### src/logic/pimb_consts.vh
// Constants of the paired I/O mirror bridge: map, fields, resets, timing.
// Assumes a 20 MHz clock and a 32-bit APB register port.
`ifndef PIMB_CONSTS_VH
`define PIMB_CONSTS_VH
`define PIMB_CLK_HZ      20000000
`define PIMB_MS_PER_S    1000
`define PIMB_ADDR_W      12
`define PIMB_A_CTRL      12'h000
`define PIMB_A_PERSIST   12'h004
`define PIMB_A_HBEAT     12'h008
`define PIMB_A_FBMULT    12'h00C
`define PIMB_A_STATUS    12'h010
`define PIMB_CTRL_RST    9'h009
`define PIMB_PERSIST_RST 16'h03E8
`define PIMB_HBEAT_RST   16'h0E10
`define PIMB_FBMULT_RST  8'h01
`define PIMB_F_ROLE      0
`define PIMB_F_SRC_LO    1
`define PIMB_F_SRC_HI    2
`define PIMB_F_SEN       3
`define PIMB_F_FBEN      4
`define PIMB_F_FBV_LO    5
`define PIMB_F_FBV_HI    8
`define PIMB_SRC_R1      2'h0
`define PIMB_SRC_R2      2'h1
`define PIMB_SRC_LED     2'h2
`define PIMB_K_STATE     2'h0
`define PIMB_K_RANGE     2'h1
`define PIMB_K_REPLY     2'h2
`define PIMB_K_CHECK     2'h3
`define PIMB_DEB_MS      4'hA
`define PIMB_IND_MS      8'h32
`define PIMB_SHORT_MS    13'h03E8
`define PIMB_GRANT_MS    13'h1388
`define PIMB_RSSI_STEP   8'h2B
`endif

### src/logic/pimb_bridge.v
// One bridge unit: input mirroring, reader READER_LED_LINE, range test, indicators,
// heartbeat and relay fallback. Assumes a radio modem outside that sends
// frames on request and delivers received frames with their strength.
//
// Function
// - Remote drives relays 1 and 2 from controller relay inputs 1, 2.
// - Controller drives relays 3 and 4 from remote relay inputs 3, 4.
// - Input low means active; matching relay active while it stays low.
// - Reader READER_LED_LINE idles high, low exactly while its source is active.
// - Reader READER_LED_LINE source: relay 1 default, relay 2, or controller READER_LED_LINE input.
// - Remote auxiliary input low drives controller auxiliary output low.
// - Short button press starts a range test transmission and evaluation.
// - Range result as six-READER_LED_LINE bar: one lit minimum, six maximum.
// - Receive indicator pulses briefly once per received transmission.
// - Transmit indicator pulses briefly on every send request, replies and status checks included.
// - Strength LEDs have enable and persistence, default on, one second.
// - Relays take fallback value after heartbeat-multiple link-loss time.
// - Five-second continuous button press grants configuration access.
// - Heartbeat timer restarts on success; expiry sends a status check.
// - Fallback disabled by default; relays then hold state on link loss.
`timescale 1ns/1ns
`include "pimb_consts.vh"
module pimb_bridge #(
  parameter MS_CYCLES = `PIMB_CLK_HZ / `PIMB_MS_PER_S
) (
  input  wire        clk,
  input  wire        rst,
  input  wire        psel,
  input  wire        penable,
  input  wire        pwrite,
  input  wire [11:0] paddr,
  input  wire [31:0] pwdata,
  output reg  [31:0] prdata,
  output reg         pready,
  output reg         pslverr,
  input  wire        relay1_ctrl_input_n,
  input  wire        relay2_ctrl_input_n,
  input  wire        relay3_ctrl_input_n,
  input  wire        relay4_ctrl_input_n,
  input  wire        aux_in_n,
  input  wire        reader_led_line_in_n,
  input  wire        test_button_n,
  input  wire        rx_valid,
  input  wire [6:0]  rx_payload,
  input  wire [7:0]  rx_rssi,
  input  wire        tx_busy,
  input  wire        tx_done,
  output reg         tx_req,
  output reg  [6:0]  tx_payload,
  output reg  [3:0]  relay_out,
  output reg         reader_led_line,
  output reg         aux_out,
  output reg  [5:0]  strength_led,
  output reg         receive_indicator,
  output reg         transmit_indicator,
  output reg         config_grant,
  output reg         status_check
);

  reg  [8:0]  ctrl;
  reg  [15:0] persist_ms;
  reg  [15:0] hbeat_s;
  reg  [7:0]  fb_mult;
  reg  [14:0] pre;
  reg         ms_tick;
  reg  [9:0]  ms_in_s;
  reg         s_tick;
  wire [6:0]  raw_n;
  wire [6:0]  db_n;
  wire        role_remote;
  wire [6:0]  act;

  assign raw_n = {test_button_n, reader_led_line_in_n, aux_in_n,
                  relay4_ctrl_input_n, relay3_ctrl_input_n,
                  relay2_ctrl_input_n, relay1_ctrl_input_n};
  assign role_remote = ctrl[`PIMB_F_ROLE];
  assign act = ~db_n;

  // Millisecond and second ticks keep all long timers small
  always @(posedge clk or posedge rst) begin
    if (rst) begin
      pre     <= 15'h0000;
      ms_tick <= 1'b0;
      ms_in_s <= 10'h000;
      s_tick  <= 1'b0;
    end else begin
      ms_tick <= (pre == MS_CYCLES[14:0] - 15'h0001);
      pre     <= (pre == MS_CYCLES[14:0] - 15'h0001) ? 15'h0000
                                                      : pre + 15'h0001;
      s_tick  <= 1'b0;
      if (ms_tick) begin
        if (ms_in_s == `PIMB_MS_PER_S - 1) begin
          ms_in_s <= 10'h000;
          s_tick  <= 1'b1;
        end else begin
          ms_in_s <= ms_in_s + 10'h001;
        end
      end
    end
  end

  genvar gi;
  generate
    for (gi = 0; gi < 7; gi = gi + 1) begin : g_deb
      reg       s1;
      reg       s2;
      reg       d;
      reg [3:0] c;
      always @(posedge clk or posedge rst) begin
        if (rst) begin
          s1 <= 1'b1;
          s2 <= 1'b1;
          d  <= 1'b1;
          c  <= 4'h0;
        end else begin
          s1 <= raw_n[gi];
          s2 <= s1;
          if (s2 == d) begin
            c <= 4'h0;
          end else if (ms_tick) begin
            if (c == `PIMB_DEB_MS - 4'h1) begin
              d <= s2;
              c <= 4'h0;
            end else begin
              c <= c + 4'h1;
            end
          end
        end
      end
      assign db_n[gi] = d;
    end
  endgenerate

  // Local state sent to the partner: relays 1,2 and READER_LED_LINE, or relays 3,4, aux
  wire [2:0] local_bits;
  assign local_bits = role_remote ? {act[4], act[3], act[2]}
                                  : {act[5], act[1], act[0]};

  reg  [2:0]  peer_bits;
  reg  [2:0]  sent_bits;
  reg         range_pend;
  reg         range_wait;
  reg         reply_pend;
  reg         check_pend;
  reg  [12:0] btn_ms;
  reg         btn_prev;
  reg  [15:0] hb_cnt;
  reg  [7:0]  missed;
  reg         link_lost;
  reg  [15:0] bar_ms;
  reg  [7:0]  rx_ms;
  reg  [7:0]  tx_ms;
  reg         granted;
  wire        btn_rel;
  wire        range_start;
  wire        rx_range;
  wire        send_ok;
  wire [1:0]  send_kind;
  wire [5:0]  bar;
  wire        fb_apply;
  wire        src_on;
  wire [1:0]  rel_mirror;
  wire [1:0]  rel_fb;

  assign btn_rel     = btn_prev & ~act[6];
  assign range_start = btn_rel & (btn_ms < `PIMB_SHORT_MS);
  assign rx_range    = rx_valid & (rx_payload[6:5] == `PIMB_K_RANGE);
  assign send_ok     = ~tx_busy & ~tx_req;
  assign send_kind   = range_pend ? `PIMB_K_RANGE :
                       reply_pend ? `PIMB_K_REPLY :
                       check_pend ? `PIMB_K_CHECK : `PIMB_K_STATE;

  // Bar graph, first READER_LED_LINE always lit
  generate
    for (gi = 0; gi < 6; gi = gi + 1) begin : g_bar
      assign bar[gi] = ({1'b0, rx_rssi} >= gi * `PIMB_RSSI_STEP);
    end
  endgenerate

  always @(posedge clk or posedge rst) begin
    if (rst) begin
      btn_prev     <= 1'b0;
      btn_ms       <= 13'h0000;
      granted      <= 1'b0;
      config_grant <= 1'b0;
    end else begin
      btn_prev     <= act[6];
      config_grant <= 1'b0;
      if (!act[6]) begin
        btn_ms  <= 13'h0000;
        granted <= 1'b0;
      end else if (ms_tick && btn_ms != `PIMB_GRANT_MS) begin
        btn_ms <= btn_ms + 13'h0001;
      end
      // Five seconds held, one grant per hold
      if (act[6] && btn_ms == `PIMB_GRANT_MS && !granted) begin
        granted      <= 1'b1;
        config_grant <= 1'b1;
      end
    end
  end

  // Requests to the modem; a new request beats the clear in the same cycle
  always @(posedge clk or posedge rst) begin
    if (rst) begin
      tx_req     <= 1'b0;
      tx_payload <= 7'h00;
      sent_bits  <= 3'h0;
      range_pend <= 1'b0;
      reply_pend <= 1'b0;
      check_pend <= 1'b0;
    end else begin
      tx_req <= 1'b0;
      if (send_ok && (range_pend || reply_pend || check_pend ||
                      local_bits != sent_bits)) begin
        tx_req     <= 1'b1;
        tx_payload <= {send_kind, 2'h0, local_bits};
        sent_bits  <= local_bits;
        if (range_pend) begin
          range_pend <= 1'b0;
        end else if (reply_pend) begin
          reply_pend <= 1'b0;
        end else begin
          check_pend <= 1'b0;
        end
      end
      if (range_start) begin
        range_pend <= 1'b1;
      end
      if (rx_range) begin
        reply_pend <= 1'b1;
      end
      // Expiry asks for a status check
      if (s_tick && hb_cnt + 16'h0001 >= hbeat_s) begin
        check_pend <= 1'b1;
      end
    end
  end

  // Heartbeat, link loss and mirrored peer state
  always @(posedge clk or posedge rst) begin
    if (rst) begin
      hb_cnt       <= 16'h0000;
      missed       <= 8'h00;
      link_lost    <= 1'b0;
      peer_bits    <= 3'h0;
      status_check <= 1'b0;
    end else begin
      status_check <= 1'b0;
      if (rx_valid) begin
        peer_bits <= rx_payload[2:0];
      end
      if (tx_done || rx_valid) begin
        hb_cnt    <= 16'h0000;
        missed    <= 8'h00;
        link_lost <= 1'b0;
      end else if (s_tick) begin
        if (hb_cnt + 16'h0001 >= hbeat_s) begin
          hb_cnt       <= 16'h0000;
          status_check <= 1'b1;
          if (missed != 8'hFF) begin
            missed <= missed + 8'h01;
          end
          // Lost after a multiple of heartbeats
          if (missed + 8'h01 >= fb_mult) begin
            link_lost <= 1'b1;
          end
        end else begin
          hb_cnt <= hb_cnt + 16'h0001;
        end
      end
    end
  end

  // Without fallback the last state simply stays
  assign fb_apply   = link_lost & ctrl[`PIMB_F_FBEN];
  assign rel_fb     = role_remote ? ctrl[`PIMB_F_FBV_LO+1:`PIMB_F_FBV_LO]
                                  : ctrl[`PIMB_F_FBV_HI:`PIMB_F_FBV_HI-1];
  assign rel_mirror = fb_apply ? rel_fb : peer_bits[1:0];
  assign src_on     = (ctrl[`PIMB_F_SRC_HI:`PIMB_F_SRC_LO] == `PIMB_SRC_R2)
                      ? rel_mirror[1]
                      : (ctrl[`PIMB_F_SRC_HI:`PIMB_F_SRC_LO] == `PIMB_SRC_LED)
                      ? peer_bits[2] : rel_mirror[0];

  always @(posedge clk or posedge rst) begin
    if (rst) begin
      relay_out       <= 4'h0;
      reader_led_line <= 1'b1;
      aux_out         <= 1'b1;
    end else if (role_remote) begin
      // Relays 1 and 2 follow the controller
      relay_out       <= {2'b00, rel_mirror};
      reader_led_line <= ~src_on;
      aux_out         <= 1'b1;
    end else begin
      // Relays 3 and 4 follow the remote
      relay_out       <= {rel_mirror, 2'b00};
      reader_led_line <= 1'b1;
      aux_out         <= ~peer_bits[2];
    end
  end

  // Indicators and strength bar
  always @(posedge clk or posedge rst) begin
    if (rst) begin
      rx_ms              <= 8'h00;
      tx_ms              <= 8'h00;
      bar_ms             <= 16'h0000;
      range_wait         <= 1'b0;
      strength_led       <= 6'h00;
      receive_indicator  <= 1'b0;
      transmit_indicator <= 1'b0;
    end else begin
      if (rx_valid) begin
        rx_ms <= `PIMB_IND_MS;
      end else if (ms_tick && rx_ms != 8'h00) begin
        rx_ms <= rx_ms - 8'h01;
      end
      if (tx_req) begin
        tx_ms <= `PIMB_IND_MS;
      end else if (ms_tick && tx_ms != 8'h00) begin
        tx_ms <= tx_ms - 8'h01;
      end
      receive_indicator  <= rx_valid | (rx_ms != 8'h00);
      transmit_indicator <= tx_req | (tx_ms != 8'h00);
      if (range_start) begin
        range_wait <= 1'b1;
      end else if (rx_valid && rx_payload[6:5] == `PIMB_K_REPLY) begin
        range_wait <= 1'b0;
      end
      if (range_wait && rx_valid && rx_payload[6:5] == `PIMB_K_REPLY &&
          ctrl[`PIMB_F_SEN]) begin
        strength_led <= bar;
        bar_ms       <= persist_ms;
      end else if (bar_ms == 16'h0000 || !ctrl[`PIMB_F_SEN]) begin
        strength_led <= 6'h00;
        bar_ms       <= 16'h0000;
      end else if (ms_tick) begin
        bar_ms <= bar_ms - 16'h0001;
      end
    end
  end

  // APB slave: answer readied in setup, so access ends in its first cycle
  wire       wr_en;
  reg        hit;
  reg [31:0] rd_val;

  assign wr_en = psel & penable & pready & pwrite & ~pslverr;

  always @* begin
    hit    = 1'b1;
    rd_val = 32'h00000000;
    if (paddr == `PIMB_A_CTRL) begin
      rd_val = {23'h000000, ctrl};
    end else if (paddr == `PIMB_A_PERSIST) begin
      rd_val = {16'h0000, persist_ms};
    end else if (paddr == `PIMB_A_HBEAT) begin
      rd_val = {16'h0000, hbeat_s};
    end else if (paddr == `PIMB_A_FBMULT) begin
      rd_val = {24'h000000, fb_mult};
    end else if (paddr == `PIMB_A_STATUS) begin
      rd_val = {missed, 2'b00, link_lost, granted, strength_led,
                relay_out, 3'b000, act};
    end else begin
      hit = 1'b0;
    end
  end

  always @(posedge clk or posedge rst) begin
    if (rst) begin
      pready     <= 1'b0;
      pslverr    <= 1'b0;
      prdata     <= 32'h00000000;
      ctrl       <= `PIMB_CTRL_RST;
      persist_ms <= `PIMB_PERSIST_RST;
      hbeat_s    <= `PIMB_HBEAT_RST;
      fb_mult    <= `PIMB_FBMULT_RST;
    end else begin
      pready  <= psel & ~penable;
      pslverr <= psel & ~penable & ~hit;
      prdata  <= (psel & ~penable & ~pwrite) ? rd_val : 32'h00000000;
      if (wr_en && paddr == `PIMB_A_CTRL) begin
        ctrl <= pwdata[8:0];
      end else if (wr_en && paddr == `PIMB_A_PERSIST) begin
        persist_ms <= pwdata[15:0];
      end else if (wr_en && paddr == `PIMB_A_HBEAT) begin
        hbeat_s <= pwdata[15:0];
      end else if (wr_en && paddr == `PIMB_A_FBMULT) begin
        fb_mult <= pwdata[7:0];
      end
    end
  end

endmodule // pimb_bridge

### config.mk
export PLATFORM = sky130hd
export DESIGN_NAME = pimb_bridge
export DESIGN_NICKNAME = d
export VERILOG_FILES = /design/src/logic/pimb_bridge.v
export VERILOG_INCLUDE_DIRS = /design/src /design/src/logic
export SDC_FILE = /design/constraint.sdc
export NUM_CORES = 1
export LEC_CHECK = 0
export ABC_AREA = 1
export BUFFER_PORTS_ARGS = -buffer_cell sky130_fd_sc_hd__buf_2
export CAP_MARGIN = 0
export CELL_PAD_IN_SITES_DETAIL_PLACEMENT = 0
export CELL_PAD_IN_SITES_GLOBAL_PLACEMENT = 2
export CORE_MARGIN = 10
export CORE_UTILIZATION = 36
export DETAILED_ROUTE_END_ITERATION = 10
export PLACE_DENSITY_LB_ADDON = 0.1
export SYNTH_ARGS = -nofsm -noshare
export SYNTH_HDL_FRONTEND = slang
export SYNTH_SLANG_ARGS = --single-unit
### constraint.sdc
create_clock -name clk -period 12.87 [get_ports clk]
set_input_delay 3.2175 -clock clk [delete_from_list [all_inputs] [get_ports clk]]
set_output_delay 3.2175 -clock clk [all_outputs]
set_load 0.05 [all_outputs]
**After elaboration in Yosys (flattened, before gate mapping)**

Index checks and enable logic that the tools add are counted.

- $add $sub $neg: 15
- Equality and inequality tests: 33
- Reduce and logical (&&, ||, !) cells: 59
- Magnitude comparators: 8
- Mux-type cells: 87
- Bitwise gates (word level): 34

Operators by type and width:

| operator | number |
|---|---|
| two-way mux 32 bit | 6 |
| two-way mux 16 bit | 6 |
| two-way mux 4 bit | 22 |
| two-way mux 8 bit | 8 |
| nonzero test 2 bit | 18 |
| two-way mux 1 bit | 33 |
| AND reduction 3 bit | 11 |
| adder 4 x 1 -> 4 bit (second input constant) | 7 |
| == test 4 bit (second input constant) | 7 |
| two-way mux 13 bit | 2 |
| == test 12 x 4 -> 1 bit (second input constant) | 2 |
| >= comparator 8 bit (second input constant) | 3 |
| inverter 1 bit | 19 |
| adder 16 x 1 -> 16 bit (second input constant) | 1 |
| >= comparator 16 bit | 1 |
| logical NOT 16 bit | 1 |
| nonzero test 8 bit | 2 |
| subtractor 16 x 1 -> 16 bit (second input constant) | 1 |
| subtractor 8 x 1 -> 8 bit (second input constant) | 2 |
| adder 15 x 1 -> 15 bit (second input constant) | 1 |
| == test 15 bit (second input constant) | 1 |
| logical AND 1 bit | 15 |
| two-way mux 15 bit | 1 |
| adder 13 x 1 -> 13 bit (second input constant) | 1 |
| 30 further kinds | 65 |

- Word-level logic and storage cells: 300
- Output and inout port bits: 58
- Register bits after elaboration: 263
- Bits of input ports: 74

**Logic depth before layout (Yosys ltp)**

Gate-level depths: netlist of run 1.

- Word-level depth: 8
- Gate-level depth with buffers: 19
- Gate-level depth less buffers: 18

**Worst setup path after synthesis of run 1**

No wires, ideal clock.

- Path type: input -> register
- Start point: in paddr[11]
- End point: reg prdata[3]
- Required time: 12.751 ns
- Arrival time: 4.218 ns
- Path slack: 8.534 ns
- Stages on the path: 9
- Path buffers: 1
- Library setup time: 0.119 ns
- Cells stage by stage: nor2_1 -> nand2_2 -> nor2_8 -> inv_2 -> nor2_8 -> inv_4 -> buf_6 -> o21ai_1 -> nor2_1

- Longest elaborated chain between the ends: 7
- Elaborated cells between the ends (all ways): 11
- Those cells by class: eq/ne: 4; mux: 6; reduce/logical: 1

Ends and longest elaborated chain:

| what | RTL line | source |
|---|---|---|
| start: declaration | pimb_bridge.v:31 | `input wire [11:0] paddr,` |
| == test 12 x 5 -> 1 bit (no source line) | -- |  |
| two-way mux 32 bit | pimb_bridge.v:362 | `` end else if (paddr == `PIMB_A_STATUS) begin `` |
| two-way mux 32 bit | pimb_bridge.v:360 | `` end else if (paddr == `PIMB_A_FBMULT) begin `` |
| two-way mux 32 bit | pimb_bridge.v:358 | `` end else if (paddr == `PIMB_A_HBEAT) begin `` |
| two-way mux 32 bit | pimb_bridge.v:356 | `` end else if (paddr == `PIMB_A_PERSIST) begin `` |
| two-way mux 32 bit (*) | pimb_bridge.v:354 | `` if (paddr == `PIMB_A_CTRL) begin `` |
| two-way mux 32 bit (*) | pimb_bridge.v:382 | `prdata <= (psel & ~penable & ~pwrite) ? rd_val : 32'h00000000;` |
| end signal: assignment | pimb_bridge.v:382 |  |
| end: declaration | pimb_bridge.v:33 | `output reg [31:0] prdata,` |

Every way passes the cells marked *; elsewhere a longest branch is shown, timed or not.
A chain may end at the register's enable or synchronous reset.

**Final worst setup path of run 1**

- Start point: in rx_valid
- End point: reg missed[4]

- Longest elaborated chain between the ends: 3
- Elaborated cells between the ends (all ways): 6
- Those cells by class: mux: 1; reduce/logical: 5

Ends and longest elaborated chain:

| what | RTL line | source |
|---|---|---|
| start: declaration | pimb_bridge.v:43 | `input wire rx_valid,` |
| logical OR 1 bit (*) | pimb_bridge.v:253 | `if (tx_done \|\| rx_valid) begin` |
| nonzero test 2 bit (no source line) | -- |  |
| AND reduction 3 bit (no source line) | -- |  |
| end signal: assignment | pimb_bridge.v:262 | `missed <= missed + 8'h01;` |
| end: declaration | pimb_bridge.v:148 | `reg [7:0] missed;` |

Marked as above.

==> flow_summary.json, run 1 <==
{
  "dp_hpwl_microns": 27800,
  "finalMaxSlewViolations": 0,
  "slew_headroom": 0.341,
  "power_frac_seq": 0.431,
  "yosysTopAreaCellShare": 0.405,
  "worst_path_largest_cell_delay_ps": 710,
  "crit_path_cell_trace": "buf_2 -> nor2_1 -> inv_1 -> nor2_1 -> inv_1 -> nand3_2 -> nand2_1 -> nand2_1",
  "first_global_vias": 10900,
  "worstPathRequired_ps": 13340,
  "post_synth_inst_count": 1665,
  "critical_path_arrival_ps": 5820,
  "synth.yosys.seq_area_share": 0.474,
  "ios": 132,
  "finalSetupViolCount": 0,
  "drtAntennaViolNets": 0,
  "dieArea_sq_mm": 0.0463,
  "finClkSkew_ps": 18.8,
  "maximum_number_of_pins_on_one_net_before_global_route_repair": 127,
  "power.density_cell_area_mw_per_mm2": 123,
  "fin_area_sq_mm": 0.0159,
  "final.hold.worst_slack_ps": 353,
  "setup.worst_path.start_class": "input port",
  "synthDistinctLibCells": 56,
  "post_cts_setup_buffer_count": 0,
  "rsz_0062_raised_after_global_routing": "false",
  "placed_cells_incl_taps": 2253,
  "postCtsHoldBufs": 0,
  "root_buffer": "clkbuf_16",
  "start_util": 0.365,
  "detail_route.drc_violations": 0,
  "antenna_found_initial": 0,
  "final_layout_size_suffix_gt1_frac": 0.162,
  "rows": 71,
  "hp-class": "reg2reg",
  "syn_to_final_growth_pct": 15.8,
  "detailed_place.area_sq_mm": 0.0147,
  "p_clk_frac": 0.502,
  "sw_frac_of_total": 0.253,
  "syn-cell-area_sq_mm": 0.0137,
  "fin_tns_setup_ps": 0,
  "setup.worst_path.class": "in2reg",
  "netlist_top_cells_area": "dfrtp_1, nand2_1, dfstp_2",
  "largest_delay_share_family_worst_path": "simple AND/OR/NAND/NOR gates",
  "die-height_microns": 215,
  "cts_htree_levels": 2,
  "finish.utilization": 0.422,
  "category_of_the_worst_setup_path_capture_point": "register",
  "layout.nets": 1902,
  "timing_hold_violations_final": 0,
  "static_leak_nw": 7.75,
  "detail_route.vias_per_cell": 4.73,
  "place.gp.congestion": 0.786,
  "critical_path.slowest_cell": "nor2_1",
  "vias": 11000,
  "yosys_warnings": 0,
  "drv_cap": 0,
  "run_status": "finished clean",
  "irDropWorstVdd_v": 0.0000910,
  "synth_top_flop_cell": "dfrtp_1",
  "number_of_buffers_on_the_longest_clock_path": 3,
  "cts-buffers-inserted": 34,
  "netlist.top_cell.by_area": "dfrtp_1",
  "drt_first_iter_violations": 632,
  "ys_seq_elements": 258,
  "num_antenna_cells": 0,
  "internal_power_w": 0.00146,
  "worst_slew_pin_slew_ps": 988,
  "dieWidth_microns": 215,
  "achievable-frequency_ghz": 0.187,
  "grt_first_pass_wirelength_microns": 61100,
  "final_critical_path_share_of_the_clock_period": 0.415,
  "total_wirelength_microns": 37800,
  "p_switching_w": 0.000496,
  "post_cts_resize_count": 0,
  "worst-path-buf-inv": 3,
  "core-area_sq_mm": 0.0376,
  "overflow": 0,
  "buffer_ports.inserted": 109,
  "avgRoutedWirePerCell_microns": 16.3,
  "crit_fanout": 15,
  "synth-async-reset-ratio": 1.00,
  "cts_tree": "built",
  "synthesis.area_per_instance_sq_um": 8.23,
  "comb_power_share": 0.067,
  "layoutNonFillerInstCount": 2315,
  "period_minus_slack_ps": 5350,
  "cts.sink_count": 258,
  "global_route.usage.total": 0.163,
  "synth_edf_count": 0,
  "worstSkewPairLatency_ps": 540,
  "drtPass1Iterations": 5,
  "clk_pin_slew_worst_paths_ps": 60
}
[cells in the final DEF (no fill, tap or decap), types with 42 or more instances in the layout]
| cell | instances |
|---|---|
| a21oi_1 | 51 |
| buf_2 | 109 |
| dfrtp_1 | 222 |
| ha_1 | 50 |
| inv_1 | 237 |
| nand2_1 | 362 |
| nand3_1 | 106 |
| nor2_1 | 150 |
| nor3_1 | 42 |
| o21ai_0 | 98 |
| o21ai_1 | 42 |
[power by group through the flow]
stage	clock, W	combinational, W	sequential, W
2_1_floorplan	0	0.0000648	0.000881
3_3_place_gp	0	0.000134	0.000857
3_5_place_dp	0	0.000134	0.000858
4_1_cts	0.00102	0.000134	0.000843
5_1_grt	0.00105	0.000146	0.000845
6_report	0.000983	0.000131	0.000843
[worst paths after layout]
path	start	endpoint	slack, ps	cells past startpoint
hold reg to reg	g_deb[3].s1	g_deb[3].s2	350	0
min in group asynchronous	rst	rx_ms[1]	2820	2
hold / removal	g_deb[3].s1	g_deb[3].s2	350	0
max in group asynchronous	rst	rx_ms[4]	8480	3
setup reg to reg	hb_cnt[0]	hb_cnt[0]	9630	13
setup / recovery	rx_valid	missed[4]	7520	8
[metrics by stage]
stage	worst slack (ps)	total power, W
after floorplan	2610	0.000946
after global placement	6830	0.000991
after detailed placement	6900	0.000992
after CTS	7470	0.00200
after global routing	7320	0.00204
final	7520	0.00196
[cell type report]
class | instances | area, sq um
multi-input combinational | 1115 | 6000
tap | 511 | 639
fill | 3872 | 21700
clock buffer | 46 | 986
timing repair buffer | 116 | 598
sequential | 258 | 6500
inverter | 253 | 967
clock inverter | 16 | 181
[layer usage]
layer	share of wire	vias up	global-route usage
met4	0.019	0	0.0399
met2	0.44	202	0.253
met3	0.043	40	0.0330
li1	-	5619	-
met5	0	-	0
met1	0.50	5098	0.227
[cell families (layout without fill, tap and decap cells)]
family          count (synthesis)  after routing  synth area share
fa+ha+maj                      50             50            0.0456
xor+xnor                       47             47            0.0300
simple gates                  759            759             0.255
compound gates                255            255             0.106
flops                         258            258             0.474
buf+inv                       295            431            0.0890
other cells                     1              4          0.000274
[registers in the layout, indices dropped and copies added, names as in the netlist, 2 cells and up]
name	count
g_deb.d	7
g_deb.s2	7
g_deb.s1	7
ms_in_s	10
ctrl	9
btn_ms	13
tx_ms	8
persist_ms	16
sent_bits	2
strength_led	6
relay_out	4
rx_ms	8
missed	8
bar_ms	16
fb_mult	8
peer_bits	3
prdata	30
g_deb.c	28
hbeat_s	16
pre	15
hb_cnt	16
tx_payload	3
[cell usage after synthesis, drive strengths merged, types with 11 or more instances]
library cell,instances
o22ai,16
nand2,370
xor2,36
dfstp,36
nor3,48
nand4,41
dfrtp,222
xnor2,11
o211ai,11
inv,252
nor2,166
ha,50
buf,34
nand3,112
o21ai,159
a21oi,54
No activity file was read; power rests on OpenSTA's default activity.
==> run 2: changes to the inputs <==
--- a/config.mk
+++ b/config.mk
@@ -12,7 +12,7 @@
 export CELL_PAD_IN_SITES_DETAIL_PLACEMENT = 0
 export CELL_PAD_IN_SITES_GLOBAL_PLACEMENT = 2
 export CORE_MARGIN = 10
-export CORE_UTILIZATION = 36
+export CORE_UTILIZATION = 33
 export DETAILED_ROUTE_END_ITERATION = 10
 export PLACE_DENSITY_LB_ADDON = 0.1
 export SYNTH_ARGS = -nofsm -noshare
==> constraint.sdc (replaced) <==
create_clock -name clk -period 4.9 [get_ports clk]
set_input_delay 1.225 -clock clk [delete_from_list [all_inputs] [get_ports clk]]
set_output_delay 1.225 -clock clk [all_outputs]
set_load 0.05 [all_outputs]
==> flow_summary.json, run 2 (synthesized netlist as in run 1, its figures left out) <==
{
  "crit_fanout": 11,
  "period_minus_slack_ps": 3040,
  "detail_route.vias_per_cell": 4.68,
  "setup.worst_path.class": "reg2reg",
  "setup.worst_path.start_class": "register",
  "drt_first_iter_violations": 652,
  "dieArea_sq_mm": 0.0501,
  "timing_hold_violations_final": 0,
  "worstSetupStartpoint": "hb_cnt[0]",
  "antenna_found_initial": 0,
  "cts_tree": "built",
  "grt_use_met3": 0.0268,
  "final_layout_size_suffix_gt1_frac": 0.161,
  "power.density_cell_area_mw_per_mm2": 318,
  "largest_registers": "prdata: 30 flops, g_deb.c: 28 flops",
  "post_cts_resize_count": 0,
  "final_common_cell": "nand2_1",
  "ios": 132,
  "avgRoutedWirePerCell_microns": 16.5,
  "die-height_microns": 224,
  "post_cts_setup_buffer_count": 0,
  "start_util": 0.335,
  "drv_cap": 0,
  "cts_htree_levels": 2,
  "first_global_vias": 11000,
  "top_register": "prdata",
  "drtAntennaViolNets": 0,
  "maximum_number_of_pins_on_one_net_before_global_route_repair": 62,
  "finalMaxSlewViolations": 0,
  "cts-buffers-inserted": 35,
  "finalSetupViolCount": 0,
  "min_delay_worst_endpoint": "g_deb[4].s2",
  "category_of_the_worst_setup_path_capture_point": "register",
  "global_route.usage.total": 0.154,
  "total_wirelength_microns": 38800,
  "achievable-frequency_ghz": 0.329,
  "overflow": 0,
  "use_met2": 0.240,
  "syn_to_final_growth_pct": 16.3,
  "reg2reg_slack_ps": 1860,
  "post_route_total_power_w": 0.00507,
  "worst_slew_pin_slew_ps": 991,
  "num_antenna_cells": 0,
  "dp_hpwl_microns": 28900,
  "worst_r2r_startpoint": "hb_cnt[0]",
  "clk_pin_slew_worst_paths_ps": 60,
  "holdPathStages": 0,
  "run_status": "finished clean",
  "largest_register_ffs": 30,
  "r2r-end": "hb_cnt[6]",
  "most-common-layout-cells": "nand2_1, inv_1, dfrtp_1",
  "buffer_ports.inserted": 109,
  "fin_tns_setup_ps": 0,
  "static_leak_nw": 7.77,
  "worstPathRequired_ps": 5340,
  "final.hold.worst_slack_ps": 354,
  "layoutNonFillerInstCount": 2343,
  "placed_cells_incl_taps": 2279,
  "irDropWorstVdd_v": 0.000202,
  "detail_route.drc_violations": 0,
  "rows": 74,
  "r2r.worst_path.cells": 14,
  "hp-class": "reg2reg",
  "worstSkewPairLatency_ps": 540,
  "layout.nets": 1908,
  "root_buffer": "clkbuf_16",
  "drtPass1Iterations": 5,
  "postCtsHoldBufs": 0,
  "grtUsageMet1": 0.213,
  "vias": 11000,
  "finClkSkew_ps": 17.2,
  "critical_path_arrival_ps": 3480,
  "grt_first_pass_wirelength_microns": 61900,
  "cts.sink_count": 258,
  "rsz_0062_raised_after_global_routing": "false",
  "dieWidth_microns": 224,
  "place.gp.congestion": 0.802,
  "global_route.peak_usage_layer": "met2",
  "number_of_buffers_on_the_longest_clock_path": 3,
  "core-area_sq_mm": 0.0409,
  "final_critical_path_share_of_the_clock_period": 0.620,
  "slew_headroom": 0.333,
  "hold_path_startpoint": "g_deb[4].s1"
}
==> run 2: power by group <==
| part | leakage [nW] | total (W) | internal (W) | switching (W) |
|---|---|---|---|---|
| sequential | 3.39 | 0.00221 | 0.00218 | 0.0000356 |
| clock | 0.556 | 0.00250 | 0.00152 | 0.000984 |
| combinational | 3.82 | 0.000353 | 0.0000908 | 0.000263 |
| total | 7.77 | 0.00507 | 0.00379 | 0.00128 |
==> run 2: critical path, stage by stage (launching register included) <==
cell     delay, ps
dfrtp_1        450
ha_1           220
nand3_1        160
inv_1          140
nand2_1        110
nor2_1         150
xor2_1         270
ha_1           290
nand3_1         90
a21oi_1         60
nor2_1         120
nand2_1        130
inv_1          330
nand2_1        230
o21ai_0        210
==> run 2: area by class of cell <==
cell class,count,area [sq um]
Clock buffer,54,1040
Timing Repair Buffer,121,686
Inverter,253,963
Clock inverter,10,92.6
Sequential cell,258,6500
Tap cell,532,666
Multi-Input combinational cell,1115,6000
Fill cell,4340,25000
==> run 2: stage by stage <==
step / worst slack, ps / cell area, sq um / util
2_1_floorplan: 305 / 13700 / -
3_3_place_gp: 1510 / 14800 / 0.362
3_5_place_dp: 1480 / 14800 / 0.362
4_1_cts: 1790 / 15900 / 0.390
5_1_grt: 1470 / 15900 / 0.390
6_report: 1860 / 15900 / 0.390
==> run 2: how the worst max path moves through the flow <==
| stage | slack (ps) | end |
|---|---|---|
| final | 1860 | hb_cnt[6] |
| after global routing | 1470 | hb_cnt[6] |
| after CTS | 1790 | hb_cnt[6] |
| after detailed placement | 1480 | missed[1] |
| after global placement | 1510 | missed[6] |
| after floorplan | 300 | bar_ms[0] |
==> run 2: layer usage <==
metal  vias to the layer above  wire length, microns
li1                       5629                     -
met1                      5118                 19100
met2                       178                 17300
met3                        40                  1600
met4                         0                   788
met5                         -                     0
==> run 3: changes to the inputs <==
==> constraint.sdc (replaced) <==
create_clock -name clk -period 2.7 [get_ports clk]
set_input_delay 0.675 -clock clk [delete_from_list [all_inputs] [get_ports clk]]
set_output_delay 0.675 -clock clk [all_outputs]
set_load 0.05 [all_outputs]
==> flow_summary.json, run 3 (synthesized netlist as in run 1, its figures left out) <==
{
  "run_status": "finished clean",
  "most-common-layout-cells": "nand2_1, inv_1, dfrtp_1",
  "static_leak_nw": 8.02,
  "crit_fanout": 10,
  "drv_cap": 0,
  "place.gp.congestion": 0.818,
  "slew_headroom": 0.483,
  "finalMaxSlewViolations": 0,
  "detail_route.vias_per_cell": 4.73,
  "cts_tree": "built",
  "detailed_place.area_sq_mm": 0.0152,
  "first_global_vias": 11000,
  "critical_path_arrival_ps": 2860,
  "dieArea_sq_mm": 0.0501,
  "category_of_the_worst_setup_path_capture_point": "register",
  "drtPass1Iterations": 5,
  "dp_hpwl_microns": 30000,
  "largest_registers": "prdata: 30 flops, g_deb.c: 28 flops",
  "dieWidth_microns": 224,
  "worstPathRequired_ps": 3080,
  "num_antenna_cells": 0,
  "root_buffer": "clkbuf_16",
  "syn_to_final_growth_pct": 19.5,
  "fin_tns_setup_ps": 0,
  "setup.worst_path.class": "reg2reg",
  "power.density_cell_area_mw_per_mm2": 563,
  "postCtsHoldBufs": 0,
  "rows": 74,
  "top_register": "prdata",
  "hp-class": "in2reg",
  "worstSkewPairLatency_ps": 540,
  "drtAntennaViolNets": 0,
  "achievable-frequency_ghz": 0.404,
  "timing_hold_violations_final": 0,
  "grt_first_pass_wirelength_microns": 62900,
  "global_route.usage.total": 0.158,
  "buffer_ports.inserted": 109,
  "antenna_found_initial": 0,
  "finalWorstSetupSlack_ps": 222,
  "vias": 11300,
  "worst_slew_pin_slew_ps": 774,
  "avgRoutedWirePerCell_microns": 16.6,
  "overflow": 0,
  "final_layout_size_suffix_gt1_frac": 0.190,
  "largest_register_ffs": 30,
  "die-height_microns": 224,
  "maximum_number_of_pins_on_one_net_before_global_route_repair": 38,
  "total_wirelength_microns": 39600,
  "finClkSkew_ps": 26.1,
  "cts.sink_count": 258,
  "setup.worst_path.start_class": "register",
  "finish.utilization": 0.400,
  "layout.nets": 1950,
  "ios": 132,
  "final.hold.worst_slack_ps": 241,
  "cts-buffers-inserted": 35,
  "drt_first_iter_violations": 750,
  "cts_htree_levels": 2,
  "start_util": 0.335,
  "clk_pin_slew_worst_paths_ps": 50,
  "detail_route.drc_violations": 0,
  "fin_area_sq_mm": 0.0164,
  "final_critical_path_share_of_the_clock_period": 0.918,
  "final_common_cell": "nand2_1",
  "place_ws_ps": 57.3,
  "irDropWorstVdd_v": 0.000424,
  "period_minus_slack_ps": 2480,
  "core-area_sq_mm": 0.0409,
  "number_of_buffers_on_the_longest_clock_path": 3,
  "finalSetupViolCount": 0
}
run 3: cell types whose count changed in the layout (fill, tap and decap cells not counted), moves of 3 or more:
cell / delta
buf_12: +4
buf_4: +37
clkbuf_8: -4
nand2_1: -6
nand2_2: +6
nand3_1: -3
nor2_1: -5
nor2_2: +4
run 3: final timing paths:
kind                                     to  slack [ps]  depth (start not counted)           from
worst max-delay path              hb_cnt[7]         220                         14      hb_cnt[1]
worst min-delay path            g_deb[6].s1         240                          1  test_button_n
worst max register to register    hb_cnt[7]         220                         14      hb_cnt[1]
worst min register to register  g_deb[3].s2         350                          0    g_deb[3].s1
max in group asynchronous       hbeat_s[11]        1700                          3            rst
min in group asynchronous          rx_ms[3]         280                          2            rst
run 3: repair_timing:
action / CTS / global route
resized for setup: 0 / 29
endpoints found under the setup margin: 0 / 26
setup buffers: 0 / 2
run 3: where the power goes:
group	switching (W)	total [W]	internal, W
clock network	0.00178	0.00454	0.00276
registers	0.0000651	0.00402	0.00395
logic	0.000481	0.000661	0.000180
run 3: layer usage:
layer  vias up  track usage  wire length (microns)
met1      5293        0.224                  19900
met2       210        0.239                  17200
met3        53       0.0289                   1650
met4         0       0.0460                    793
li1       5704            -                      -
met5         -            0                      0
run 3: area by class of cell:
cell class | count | area, sq um
clock buffers | 50 | 962
clock inverters | 11 | 134
fillers | 4224 | 24500
inverters | 253 | 963
multi-input cells | 1115 | 6100
flip-flops and latches | 258 | 6500
well taps | 532 | 666
repair buffers | 163 | 1050
run 3: metrics by stage:
stage	std cells	total power [W]
after floorplan	1668	0.00451
after global placement	2319	0.00476
after detailed placement	2319	0.00476
after CTS	2380	0.00940
after global routing	2382	0.00964
final	2382	0.00922
run 3: critical path, cell delays in order, from the launching register on:
cell and delay [ps]:
dfrtp_1 390, ha_2 230, nand3_4 110, nor2_4 120, nand4_1 160, xor2_1 200, ha_1 300, nand2_1 50
o21ai_0 230, nor2_2 90, nand2_2 100, inv_1 70, buf_6 150, nand3_1 60, o21ai_0 70
